[src/logic/hsc_pkg.sv]
package hsc_pkg;
   localparam int CLK_HZ = 100_000_000;
   localparam int IDLE_WAKE_NS = 750_000;
   localparam int STBY_WAKE_NS = 150_000;
   localparam int PWM_FREQ_HZ = 187_500;
   // Longest times round down
   localparam int IDLE_WAKE_CYC = IDLE_WAKE_NS / 10;
   localparam int STBY_WAKE_CYC = STBY_WAKE_NS / 10;
   // Pin sync, start strobe and output flops sit outside the wake count
   localparam int WAKE_OVH = 6;
   localparam int PWM_DIV = CLK_HZ / PWM_FREQ_HZ;
   localparam int WAVE_BYTES = 100;
   localparam int NUM_TRIG = 3;
   localparam int NUM_SEQ = 6;

   localparam logic [7:0] A_CTRL = 8'h00;
   localparam logic [7:0] A_MODE = 8'h04;
   localparam logic [7:0] A_TRIG = 8'h08;
   localparam logic [7:0] A_SEQ = 8'h0c;
   localparam logic [7:0] A_START = 8'h10;
   localparam logic [7:0] A_STATUS = 8'h14;
   localparam logic [7:0] A_FAULT = 8'h18;
   localparam logic [7:0] A_IMPED = 8'h1c;
   localparam logic [7:0] A_SUPPLY = 8'h20;
   localparam logic [7:0] A_SHAPE = 8'h24;
   localparam logic [7:0] A_LEVEL = 8'h28;
   localparam logic [7:0] A_MEM = 8'h80;
   // One byte per address, so the store has to fit below the top of the map
   localparam logic [7:0] A_MEM_END = 8'(A_MEM + WAVE_BYTES);

   localparam logic [2:0] MODE_INACTIVE = 3'h0;
   localparam logic [2:0] MODE_STREAM = 3'h1;
   localparam logic [2:0] MODE_PWMIN = 3'h2;
   localparam logic [2:0] MODE_REGMEM = 3'h3;
   localparam logic [2:0] MODE_EDGEMEM = 3'h4;

   localparam logic [1:0] EDGE_RISE = 2'h1;
   localparam logic [1:0] EDGE_FALL = 2'h2;

   // Fault bits
   localparam int F_IMPED = 0;
   localparam int F_BEMF = 1;
   localparam int F_FREQ = 2;
   localparam int F_SHORT = 3;
   localparam int F_TEMP = 4;
   localparam logic [7:0] SHAPE_SINE = 8'h01;

   typedef enum logic [1:0] {ST_BOOT, ST_IDLE, ST_STANDBY, ST_DRIVE} hsc_state_t;
endpackage

[src/logic/hsc_top.sv]
// Our own choices: the Avalon-MM register port and the register offsets.
`timescale 1ns/1ps
module hsc_top #(
   parameter int IDLE_WAKE = hsc_pkg::IDLE_WAKE_CYC,
   parameter int STBY_WAKE = hsc_pkg::STBY_WAKE_CYC
) (
   input  wire logic        clk,
   input  wire logic        rst,
   input  wire logic [7:0]  avs_address,
   input  wire logic        avs_read,
   input  wire logic        avs_write,
   input  wire logic [31:0] avs_writedata,
   output logic [31:0]      avs_readdata,
   output logic             avs_waitrequest,
   input  wire logic [2:0]  trigger_input,
   input  wire logic        seq_done,
   input  wire logic [7:0]  imped_meas,
   input  wire logic [7:0]  supply_meas,
   input  wire logic [2:0]  loop_fault,
   input  wire logic        short_det,
   input  wire logic        temp_warn,
   input  wire logic        temp_crit,
   output logic             fault_interrupt_n,
   output logic             bridge_out_positive,
   output logic             bridge_out_negative,
   output logic             bridge_oe,
   output logic             bemf_monitor_en,
   output logic [3:0]       closed_loop_feat,
   output logic [7:0]       wave_shape,
   output logic [7:0]       drive_level,
   output logic [2:0]       active_seq,
   output logic [1:0]       sys_state
);
   hsc_pkg::hsc_state_t st_r;
   logic [7:0]  ctrl_r;         // 0 standby_en, 1 embedded, 2 closed loop, 7:4 features
   logic [2:0]  mode_r;
   logic [5:0]  trig_edge_r;    // two bits per input
   logic [2:0]  trig_pair_r;
   logic [8:0]  seq_map_r;      // three bits per input, second sequence is +1
   logic [4:0]  fault_r;
   logic [7:0]  imped_r;
   logic [7:0]  supply_r;
   logic [7:0]  shape_r;
   logic [7:0]  level_r;
   logic [7:0]  mem_r [hsc_pkg::WAVE_BYTES];
   logic [2:0]  odd_r;
   logic [2:0]  sy1_r, sy2_r, sy3_r;
   logic        host_start_r;
   logic [2:0]  host_seq_r;
   logic [19:0] wake_cnt_r;
   logic        waking_r;
   logic [2:0]  pend_seq_r;
   logic [8:0]  pwm_cnt_r;
   logic        pwm_phase_r;
   logic [2:0]  stab_r;

   logic        acc;
   logic        wr_go;
   logic [6:0]  mem_idx;
   logic        mem_hit;
   logic [2:0]  trig_evt;
   logic        any_fault_now;
   logic        req;
   logic [2:0]  req_seq;

   // Refuse settings the counters and the index cannot hold
   if (IDLE_WAKE < hsc_pkg::WAKE_OVH || STBY_WAKE < hsc_pkg::WAKE_OVH || STBY_WAKE > IDLE_WAKE
       || IDLE_WAKE >= 2**$bits(wake_cnt_r) || hsc_pkg::WAVE_BYTES > 2**$bits(mem_idx)
       || hsc_pkg::PWM_DIV / 2 > 2**$bits(pwm_cnt_r)) begin : g_bad_cfg
      $error("hsc_top: wake counts out of range");
   end

   function automatic logic edge_fire(input logic [1:0] cfg, input logic p, input logic n);
      edge_fire = (cfg[0] && !p && n) || (cfg[1] && p && !n);
   endfunction

   // First cycle of a request; read data is fetched here
   assign acc = (avs_read || avs_write) && avs_waitrequest;
   // Writes land only on the edge that completes the transfer
   assign wr_go = avs_write && !avs_waitrequest;
   assign mem_hit = avs_address >= hsc_pkg::A_MEM && avs_address < hsc_pkg::A_MEM_END;
   assign mem_idx = 7'(avs_address - hsc_pkg::A_MEM);

   // bus served in every state
   // One wait cycle, then low for exactly one cycle
   always_ff @(posedge clk) begin
      if (rst)
         avs_waitrequest <= 1'b1;
      else
         avs_waitrequest <= !acc;
   end

   always_ff @(posedge clk) begin
      if (rst) begin
         avs_readdata <= 32'h0;
      end else if (acc && avs_read) begin
         if (avs_address == hsc_pkg::A_CTRL)
            avs_readdata <= {24'h0, ctrl_r};
         else if (avs_address == hsc_pkg::A_MODE)
            avs_readdata <= {29'h0, mode_r};
         else if (avs_address == hsc_pkg::A_TRIG)
            avs_readdata <= {23'h0, trig_pair_r, trig_edge_r};
         else if (avs_address == hsc_pkg::A_SEQ)
            avs_readdata <= {23'h0, seq_map_r};
         else if (avs_address == hsc_pkg::A_STATUS)
            avs_readdata <= {24'h0, temp_warn, active_seq, 2'h0, sys_state};
         else if (avs_address == hsc_pkg::A_FAULT)
            avs_readdata <= {27'h0, fault_r};
         else if (avs_address == hsc_pkg::A_IMPED)
            avs_readdata <= {24'h0, imped_r};
         else if (avs_address == hsc_pkg::A_SUPPLY)
            avs_readdata <= {24'h0, supply_r};
         else if (avs_address == hsc_pkg::A_SHAPE)
            avs_readdata <= {24'h0, shape_r};
         else if (avs_address == hsc_pkg::A_LEVEL)
            avs_readdata <= {24'h0, level_r};
         else if (mem_hit)
            avs_readdata <= {24'h0, mem_r[mem_idx]};
         else
            avs_readdata <= 32'h0;
      end
   end

   always_ff @(posedge clk) begin
      if (rst) begin
         ctrl_r <= 8'h00;
         mode_r <= hsc_pkg::MODE_INACTIVE;
         trig_edge_r <= 6'h00;
         trig_pair_r <= 3'h0;
         seq_map_r <= 9'h000;
         shape_r <= hsc_pkg::SHAPE_SINE;
         level_r <= 8'h00;
      end else if (wr_go) begin
         if (avs_address == hsc_pkg::A_CTRL)
            ctrl_r <= avs_writedata[7:0];
         else if (avs_address == hsc_pkg::A_MODE)
            mode_r <= avs_writedata[2:0];
         else if (avs_address == hsc_pkg::A_TRIG) begin
            trig_edge_r <= avs_writedata[5:0];
            trig_pair_r <= avs_writedata[8:6];
         end else if (avs_address == hsc_pkg::A_SEQ)
            seq_map_r <= avs_writedata[8:0];
         else if (avs_address == hsc_pkg::A_SHAPE)
            shape_r <= avs_writedata[7:0];
         else if (avs_address == hsc_pkg::A_LEVEL)
            level_r <= avs_writedata[7:0];
      end
   end

   always_ff @(posedge clk) begin
      if (wr_go && mem_hit)
         mem_r[mem_idx] <= avs_writedata[7:0];
   end

   always_ff @(posedge clk) begin
      if (rst) begin
         host_start_r <= 1'b0;
         host_seq_r <= 3'h0;
      end else begin
         host_start_r <= wr_go && avs_address == hsc_pkg::A_START;
         if (wr_go && avs_address == hsc_pkg::A_START)
            host_seq_r <= avs_writedata[2:0];
      end
   end

   // Pins pass three flops, change counts when 2 and 3 agree
   always_ff @(posedge clk) begin
      if (rst) begin
         sy1_r <= 3'h0;
         sy2_r <= 3'h0;
         sy3_r <= 3'h0;
         stab_r <= 3'h0;
      end else begin
         sy1_r <= trigger_input;
         sy2_r <= sy1_r;
         sy3_r <= sy2_r;
         // Settled level follows only where the last two stages agree
         stab_r <= (sy2_r & sy3_r) | (stab_r & (sy2_r | sy3_r));
      end
   end

   always_comb begin
      for (int i = 0; i < hsc_pkg::NUM_TRIG; i++)
         trig_evt[i] = sy2_r[i] == sy3_r[i]
                       && edge_fire(trig_edge_r[2*i +: 2], stab_r[i], sy3_r[i]);
   end

   always_ff @(posedge clk) begin
      if (rst)
         odd_r <= 3'h0;
      else
         for (int i = 0; i < hsc_pkg::NUM_TRIG; i++)
            if (trig_evt[i] && st_r != hsc_pkg::ST_DRIVE && !waking_r)
               odd_r[i] <= trig_pair_r[i] ? !odd_r[i] : 1'b0;
   end

   always_comb begin
      req_seq = host_seq_r;
      req = host_start_r && (mode_r == hsc_pkg::MODE_REGMEM || mode_r == hsc_pkg::MODE_EDGEMEM);
      for (int i = hsc_pkg::NUM_TRIG - 1; i >= 0; i--)
         if (mode_r == hsc_pkg::MODE_EDGEMEM && trig_evt[i]) begin
            req = 1'b1;
            req_seq = seq_map_r[3*i +: 3] + 3'(odd_r[i]);
         end
      if (mode_r == hsc_pkg::MODE_STREAM || mode_r == hsc_pkg::MODE_PWMIN)
         req = 1'b1;
   end

   assign any_fault_now = |loop_fault && ctrl_r[2] || short_det || temp_crit;

   // fault flags, set wins over clear
   always_ff @(posedge clk) begin
      if (rst)
         fault_r <= 5'h00;
      else begin
         if (wr_go && avs_address == hsc_pkg::A_FAULT)
            fault_r <= fault_r & ~avs_writedata[4:0];
         else if (ctrl_r[1] && req && st_r != hsc_pkg::ST_DRIVE)
            fault_r <= 5'h00;
         if (ctrl_r[2]) begin
            if (loop_fault[0])
               fault_r[hsc_pkg::F_IMPED] <= 1'b1;
            if (loop_fault[1])
               fault_r[hsc_pkg::F_BEMF] <= 1'b1;
            if (loop_fault[2])
               fault_r[hsc_pkg::F_FREQ] <= 1'b1;
         end
         if (short_det)
            fault_r[hsc_pkg::F_SHORT] <= 1'b1;
         if (temp_crit)
            fault_r[hsc_pkg::F_TEMP] <= 1'b1;
      end
   end

   always_ff @(posedge clk) begin
      if (rst)
         fault_interrupt_n <= 1'b1;
      else
         fault_interrupt_n <= !(|fault_r);
   end

   // Main state machine
   always_ff @(posedge clk) begin
      if (rst) begin
         st_r <= hsc_pkg::ST_BOOT;
         waking_r <= 1'b0;
         wake_cnt_r <= 20'h0;
         pend_seq_r <= 3'h0;
         active_seq <= 3'h0;
      end else if (any_fault_now) begin
         st_r <= hsc_pkg::ST_IDLE;
         waking_r <= 1'b0;
      end else begin
         case (st_r)
            hsc_pkg::ST_BOOT:
               st_r <= hsc_pkg::ST_IDLE;
            hsc_pkg::ST_IDLE, hsc_pkg::ST_STANDBY: begin
               if (!waking_r && req && (fault_r == 5'h0 || ctrl_r[1])) begin
                  waking_r <= 1'b1;
                  pend_seq_r <= req_seq;
                  wake_cnt_r <= 20'(st_r == hsc_pkg::ST_IDLE ? IDLE_WAKE - hsc_pkg::WAKE_OVH
                                                             : STBY_WAKE - hsc_pkg::WAKE_OVH);
               end else if (waking_r && wake_cnt_r != 20'h0) begin
                  wake_cnt_r <= wake_cnt_r - 20'h1;
               end else if (waking_r) begin
                  st_r <= hsc_pkg::ST_DRIVE;
                  waking_r <= 1'b0;
                  active_seq <= pend_seq_r;
               end
            end
            hsc_pkg::ST_DRIVE:
               if (seq_done || mode_r == hsc_pkg::MODE_INACTIVE)
                  st_r <= ctrl_r[0] ? hsc_pkg::ST_STANDBY : hsc_pkg::ST_IDLE;
            default:
               st_r <= hsc_pkg::ST_IDLE;
         endcase
      end
   end

   always_ff @(posedge clk) begin
      if (rst)
         sys_state <= 2'h0;
      else
         sys_state <= 2'(st_r);
   end

   always_ff @(posedge clk) begin
      if (rst)
         imped_r <= 8'h00;
      else if (waking_r && wake_cnt_r == 20'h0 && st_r != hsc_pkg::ST_DRIVE)
         imped_r <= imped_meas;
   end

   always_ff @(posedge clk) begin
      if (rst) begin
         supply_r <= 8'h00;
         drive_level <= 8'h00;
      end else begin
         supply_r <= supply_meas;
         drive_level <= level_r > supply_r ? supply_r : level_r;
      end
   end

   // open loop: no monitoring or adjustment
   always_ff @(posedge clk) begin
      if (rst) begin
         bemf_monitor_en <= 1'b0;
         closed_loop_feat <= 4'h0;
         wave_shape <= hsc_pkg::SHAPE_SINE;
      end else begin
         bemf_monitor_en <= ctrl_r[2];
         closed_loop_feat <= ctrl_r[2] ? ctrl_r[7:4] : 4'h0;
         wave_shape <= ctrl_r[2] ? 8'h00 : shape_r;
      end
   end

   always_ff @(posedge clk) begin
      if (rst) begin
         pwm_cnt_r <= 9'h000;
         pwm_phase_r <= 1'b0;
      end else if (pwm_cnt_r == 9'(hsc_pkg::PWM_DIV / 2 - 1)) begin
         pwm_cnt_r <= 9'h000;
         pwm_phase_r <= !pwm_phase_r;
      end else
         pwm_cnt_r <= pwm_cnt_r + 9'h001;
   end

   // bridge off on short or any fault
   always_ff @(posedge clk) begin
      if (rst) begin
         bridge_oe <= 1'b0;
         bridge_out_positive <= 1'b0;
         bridge_out_negative <= 1'b0;
      end else begin
         bridge_oe <= st_r == hsc_pkg::ST_DRIVE && !any_fault_now && !short_det;
         bridge_out_positive <= pwm_phase_r;
         bridge_out_negative <= !pwm_phase_r;
      end
   end
endmodule
[config.mk]
export PLATFORM = sky130hd
export DESIGN_NAME = hsc_top
export DESIGN_NICKNAME = d
export VERILOG_FILES = /design/src/logic/hsc_pkg.sv /design/src/logic/hsc_top.sv
export SDC_FILE = /design/constraint.sdc
export NUM_CORES = 1
export LEC_CHECK = 0
export BUFFER_PORTS_ARGS = -buffer_cell sky130_fd_sc_hd__buf_2
export CAP_MARGIN = 25
export CELL_PAD_IN_SITES_DETAIL_PLACEMENT = 1
export CELL_PAD_IN_SITES_GLOBAL_PLACEMENT = 1
export CORE_AREA = 3 3 316 318
export CTS_CLUSTER_DIAMETER = 120
export DETAILED_ROUTE_END_ITERATION = 10
export DIE_AREA = 0 0 319 321
export GPL_TIMING_DRIVEN = 0
export PLACE_DENSITY_LB_ADDON = 0.12
export SLEW_MARGIN = 10
export SYNTH_ARGS = -nofsm -noshare
export SYNTH_HDL_FRONTEND = slang
export SYNTH_SLANG_ARGS = --single-unit
[constraint.sdc]
create_clock -name clk -period 3.9 [get_ports clk]
set_input_delay 0.975 -clock clk [delete_from_list [all_inputs] [get_ports clk]]
set_output_delay 0.975 -clock clk [all_outputs]
set_load 0.05 [all_outputs]
==> metrics.cfg <==
[cells_and_area]
stdcell_area_um2=45400
areaGrowthSynthToFinish_pct=16.7
final_util_pct=46.8
nFillCells=9432
drive_above_1_share_pct=22.6
final_net_count=2894
fin_cells=4160

[sta]
setup_viol=13
fin_crit_sh_pct=105
rsz0062_at_grt=false
post-route-min-period_ns=4.11
hold_viol_final=0
worst_pin_slew_ns=1.19
setup_ws_ns=-0.212
max_freq_ghz=0.243
slew_viol_final=0
relSlewSlack_pct=20.6
tns_ns=-0.622
clock-skew-final_ns=0.0285

[route]
dr.pass1.iters=6
routed_wl_um=151000
wire_per_inst_um=36.3
drc_errors=0
drt_iter0_markers=3181
viasPerCell=6.18
ant_nets=0
vias=25699

[floorplan]
design.portCount=133
fp.dieW_um=319
start_util_pct=40.1
rows=114
chipHeight_um=321
dieArea_um2=102000
core_um2=96900

[setup_path]
endpoint=avs_readdata[1]
cpMostUsedCell=a31oi_1
slowest_stage=clkbuf_1
critical_path_class=in -> reg
cp-end-kind=flop
path_cells=buf_6 > buf_8 > nor2_1 > clkbuf_1 > a221oi_1 > o221ai_1 > nand3_1 > o211ai_1 > a31oi_1 > a31oi_1
r2r_start=sy3_r[2]
start_kind=primary input
r2r_cells=9
crit_start=avs_address[1]
cp.arrival_ns=4.71
crit_path_max_fanout=10
slowest_delay_ns=0.94
reg2reg_to=wake_cnt_r[10]
worstPathRequired_ns=4.50
r2r_setup_slack_ns=0.63

[status]
status=finished with violations
failed_checks=negative setup slack

[yosys]
synth.cell_area_um2=38900
syn-instance-count=2559
synth.area.top_cells=edfxtp_1 62%, dfxtp_1 8.3%, mux4_2 6.5%
async_flop_share_pct=0
ys.flop_type=edfxtp_1
synth-edff-count=800
synth_top_cell_by_area=edfxtp_1
yosysWarnings=0
synth.top_cell.area_share_pct=61.8
synth-seq-cells=961
syn_avg_cell_area_um2=15.2
seq_area_frac_synth_pct=70.1
synth_cell_types=80

[clock_tree]
postCtsSetupRepairBufs=0
cts_tree=yes
cts.clk_slew.worst_paths_ns=0.06
clock_sinks=961
clock_latency_ns=0.70
htreeDepth=3
numCtsBuffers=104
cts_buffer_depth=3
cts_root_buf=clkbuf_16

[job]
drv_cap=0

[placed_design]
dp_cells=3964
hpwl_um=104000
gp_congestion=0.930
place.port_buffers=79
post_dp_cell_area_um2=41400

[global_route]
track_usage_pct=29.2
grt-ovfl-total=0
antenna_found_initial=3
grt_max_degree=81
grt_pass1_vias=26121
grt_first_pass_wirelength_um=209000

[power_and_ir_drop]
leakagePower_nw=14.7
p_per_area_nw_per_um2=492
vdd_drop_max_mv=0.397

[min_path]
hold_path.class=reg -> reg

synthesized netlist by cell type, types with 17 or more instances:
cell type  count
edfxtp_1     800
nor2_1       219
nand2_1      174
dfxtp_1      161
mux4_2       113
a221oi_1     105
a21oi_1       93
clkbuf_1      83
nand3_1       72
o21ai_0       68
mux2_2        61
mux2i_1       58
buf_2         51
a22oi_1       45
inv_1         37
nor2b_1       36
buf_4         34
and2_1        28
ha_1          26
o221ai_1      24
o22ai_1       21
nor3_1        19
nand4_1       17
area by class of cell:
type / count / area [um2] / area share (%)
Multi-Input combinational cell: 1393 / 11100 / 24.5
Sequential cell: 961 / 27200 / 60.1
Tap cell: 1276 / 1600 / 3.52
Clock inverter: 68 / 519 / 1.14
Antenna cell: 2 / 5.00 / 0.0110
Timing Repair Buffer: 113 / 931 / 2.05
Inverter: 40 / 150 / 0.331
Clock buffer: 122 / 2750 / 6.07
Buffer: 185 / 1020 / 2.26
per-layer routing:
metal | global-route usage [%] | vias up | share of wire, %
met1 | 38.0 | 13519 | 39
li1 | - | 10494 | -
met4 | 13.9 | 0 | 5.6
met2 | 46.8 | 1352 | 46
met3 | 6.56 | 334 | 8.9
met5 | 0 | - | 0
how the worst min path moves through the flow:
| stage | startpoint | slack [ns] | cells past startpoint | end |
|---|---|---|---|---|
| final | sy1_r[0] | 0.44 | 1 | sy2_r[0] |
| after global routing | sy1_r[0] | 0.47 | 1 | sy2_r[0] |
| after CTS | sy1_r[0] | 0.45 | 1 | sy2_r[0] |
| after detailed placement | sy1_r[0] | 0.43 | 1 | sy2_r[0] |
| after global placement | pend_seq_r[1] | 0.44 | 2 | pend_seq_r[1] |
| after floorplan | sy1_r[0] | 0.41 | 1 | sy2_r[0] |
timing repair:
action                     4_1_cts  5_1_grt
hold buffers                     0        0
setup endpoints to repair      766      575
resized for setup              152       35
pin swaps                        0        0
hold endpoints to repair         0        0
stage by stage:
stage | power (W) | setup slack [ns] | hold WS, ns
6_report | 0.0223 | -0.212 | 0.444
5_1_grt | 0.0229 | 0.00932 | 0.467
4_1_cts | 0.0224 | -0.00150 | 0.446
3_5_place_dp | 0.0129 | -1.89 | 0.428
3_3_place_gp | 0.0128 | -2.05 | 0.442
2_1_floorplan | 0.0121 | 0.449 | 0.414
worst max-delay path: cells and delay by family:
kind	cells	cell delay, ns
and+or+nand+nor	2	0.75
AOI/OAI and AO/OA	5	1.74
buffers and inverters	3	1.23
where the power goes:
| part | internal (W) | switching [W] | leakage, nW | total [W] |
|---|---|---|---|---|
| clock | 0.00537 | 0.00425 | 1.58 | 0.00963 |
| combinational | 0.000413 | 0.00113 | 4.67 | 0.00154 |
| sequential | 0.0111 | 0.0000276 | 8.49 | 0.0112 |
| total | 0.0169 | 0.00541 | 14.7 | 0.0223 |
state kept, by name, summed over array words and instances (netlist names), 4 cells and up:
name,flops
mem_r,800
wake_cnt_r,20
avs_readdata,9
pwm_cnt_r,9
seq_map_r,9
ctrl_r,8
drive_level,8
imped_r,8
level_r,8
shape_r,8
supply_r,8
wave_shape,8
trig_edge_r,6
fault_r,5
closed_loop_feat,4
cell usage in the layout (no fill, tap or decap), types with 29 or more instances in the layout:
| master | count |
|---|---|
| a221oi_1 | 104 |
| dfxtp_1 | 161 |
| nand3_1 | 72 |
| a22oi_1 | 45 |
| nor2b_1 | 36 |
| edfxtp_1 | 800 |
| nor2_1 | 137 |
| clkbuf_1 | 83 |
| clkbuf_16 | 106 |
| mux4_2 | 113 |
| mux2i_1 | 56 |
| o21ai_0 | 66 |
| nor2_4 | 55 |
| clkinv_1 | 29 |
| nand2_1 | 174 |
| inv_1 | 37 |
| mux2_2 | 61 |
| a21oi_1 | 93 |
| nor2_2 | 29 |
| buf_4 | 63 |
| buf_2 | 103 |
cells by family (layout without fill, tap and decap cells):
logic type	count (synthesis)	in the layout	share of synthesized area (%)
flops	961	961	70.1
xor+xnor	21	21	0.473
fa+ha+maj	26	26	0.837
buf+inv	227	528	2.81
other cells	1	25	0.00965
mux	234	234	9.91
compound gates	453	453	8.17
simple gates	636	636	7.69
Power figures use the tool's default switching activity.
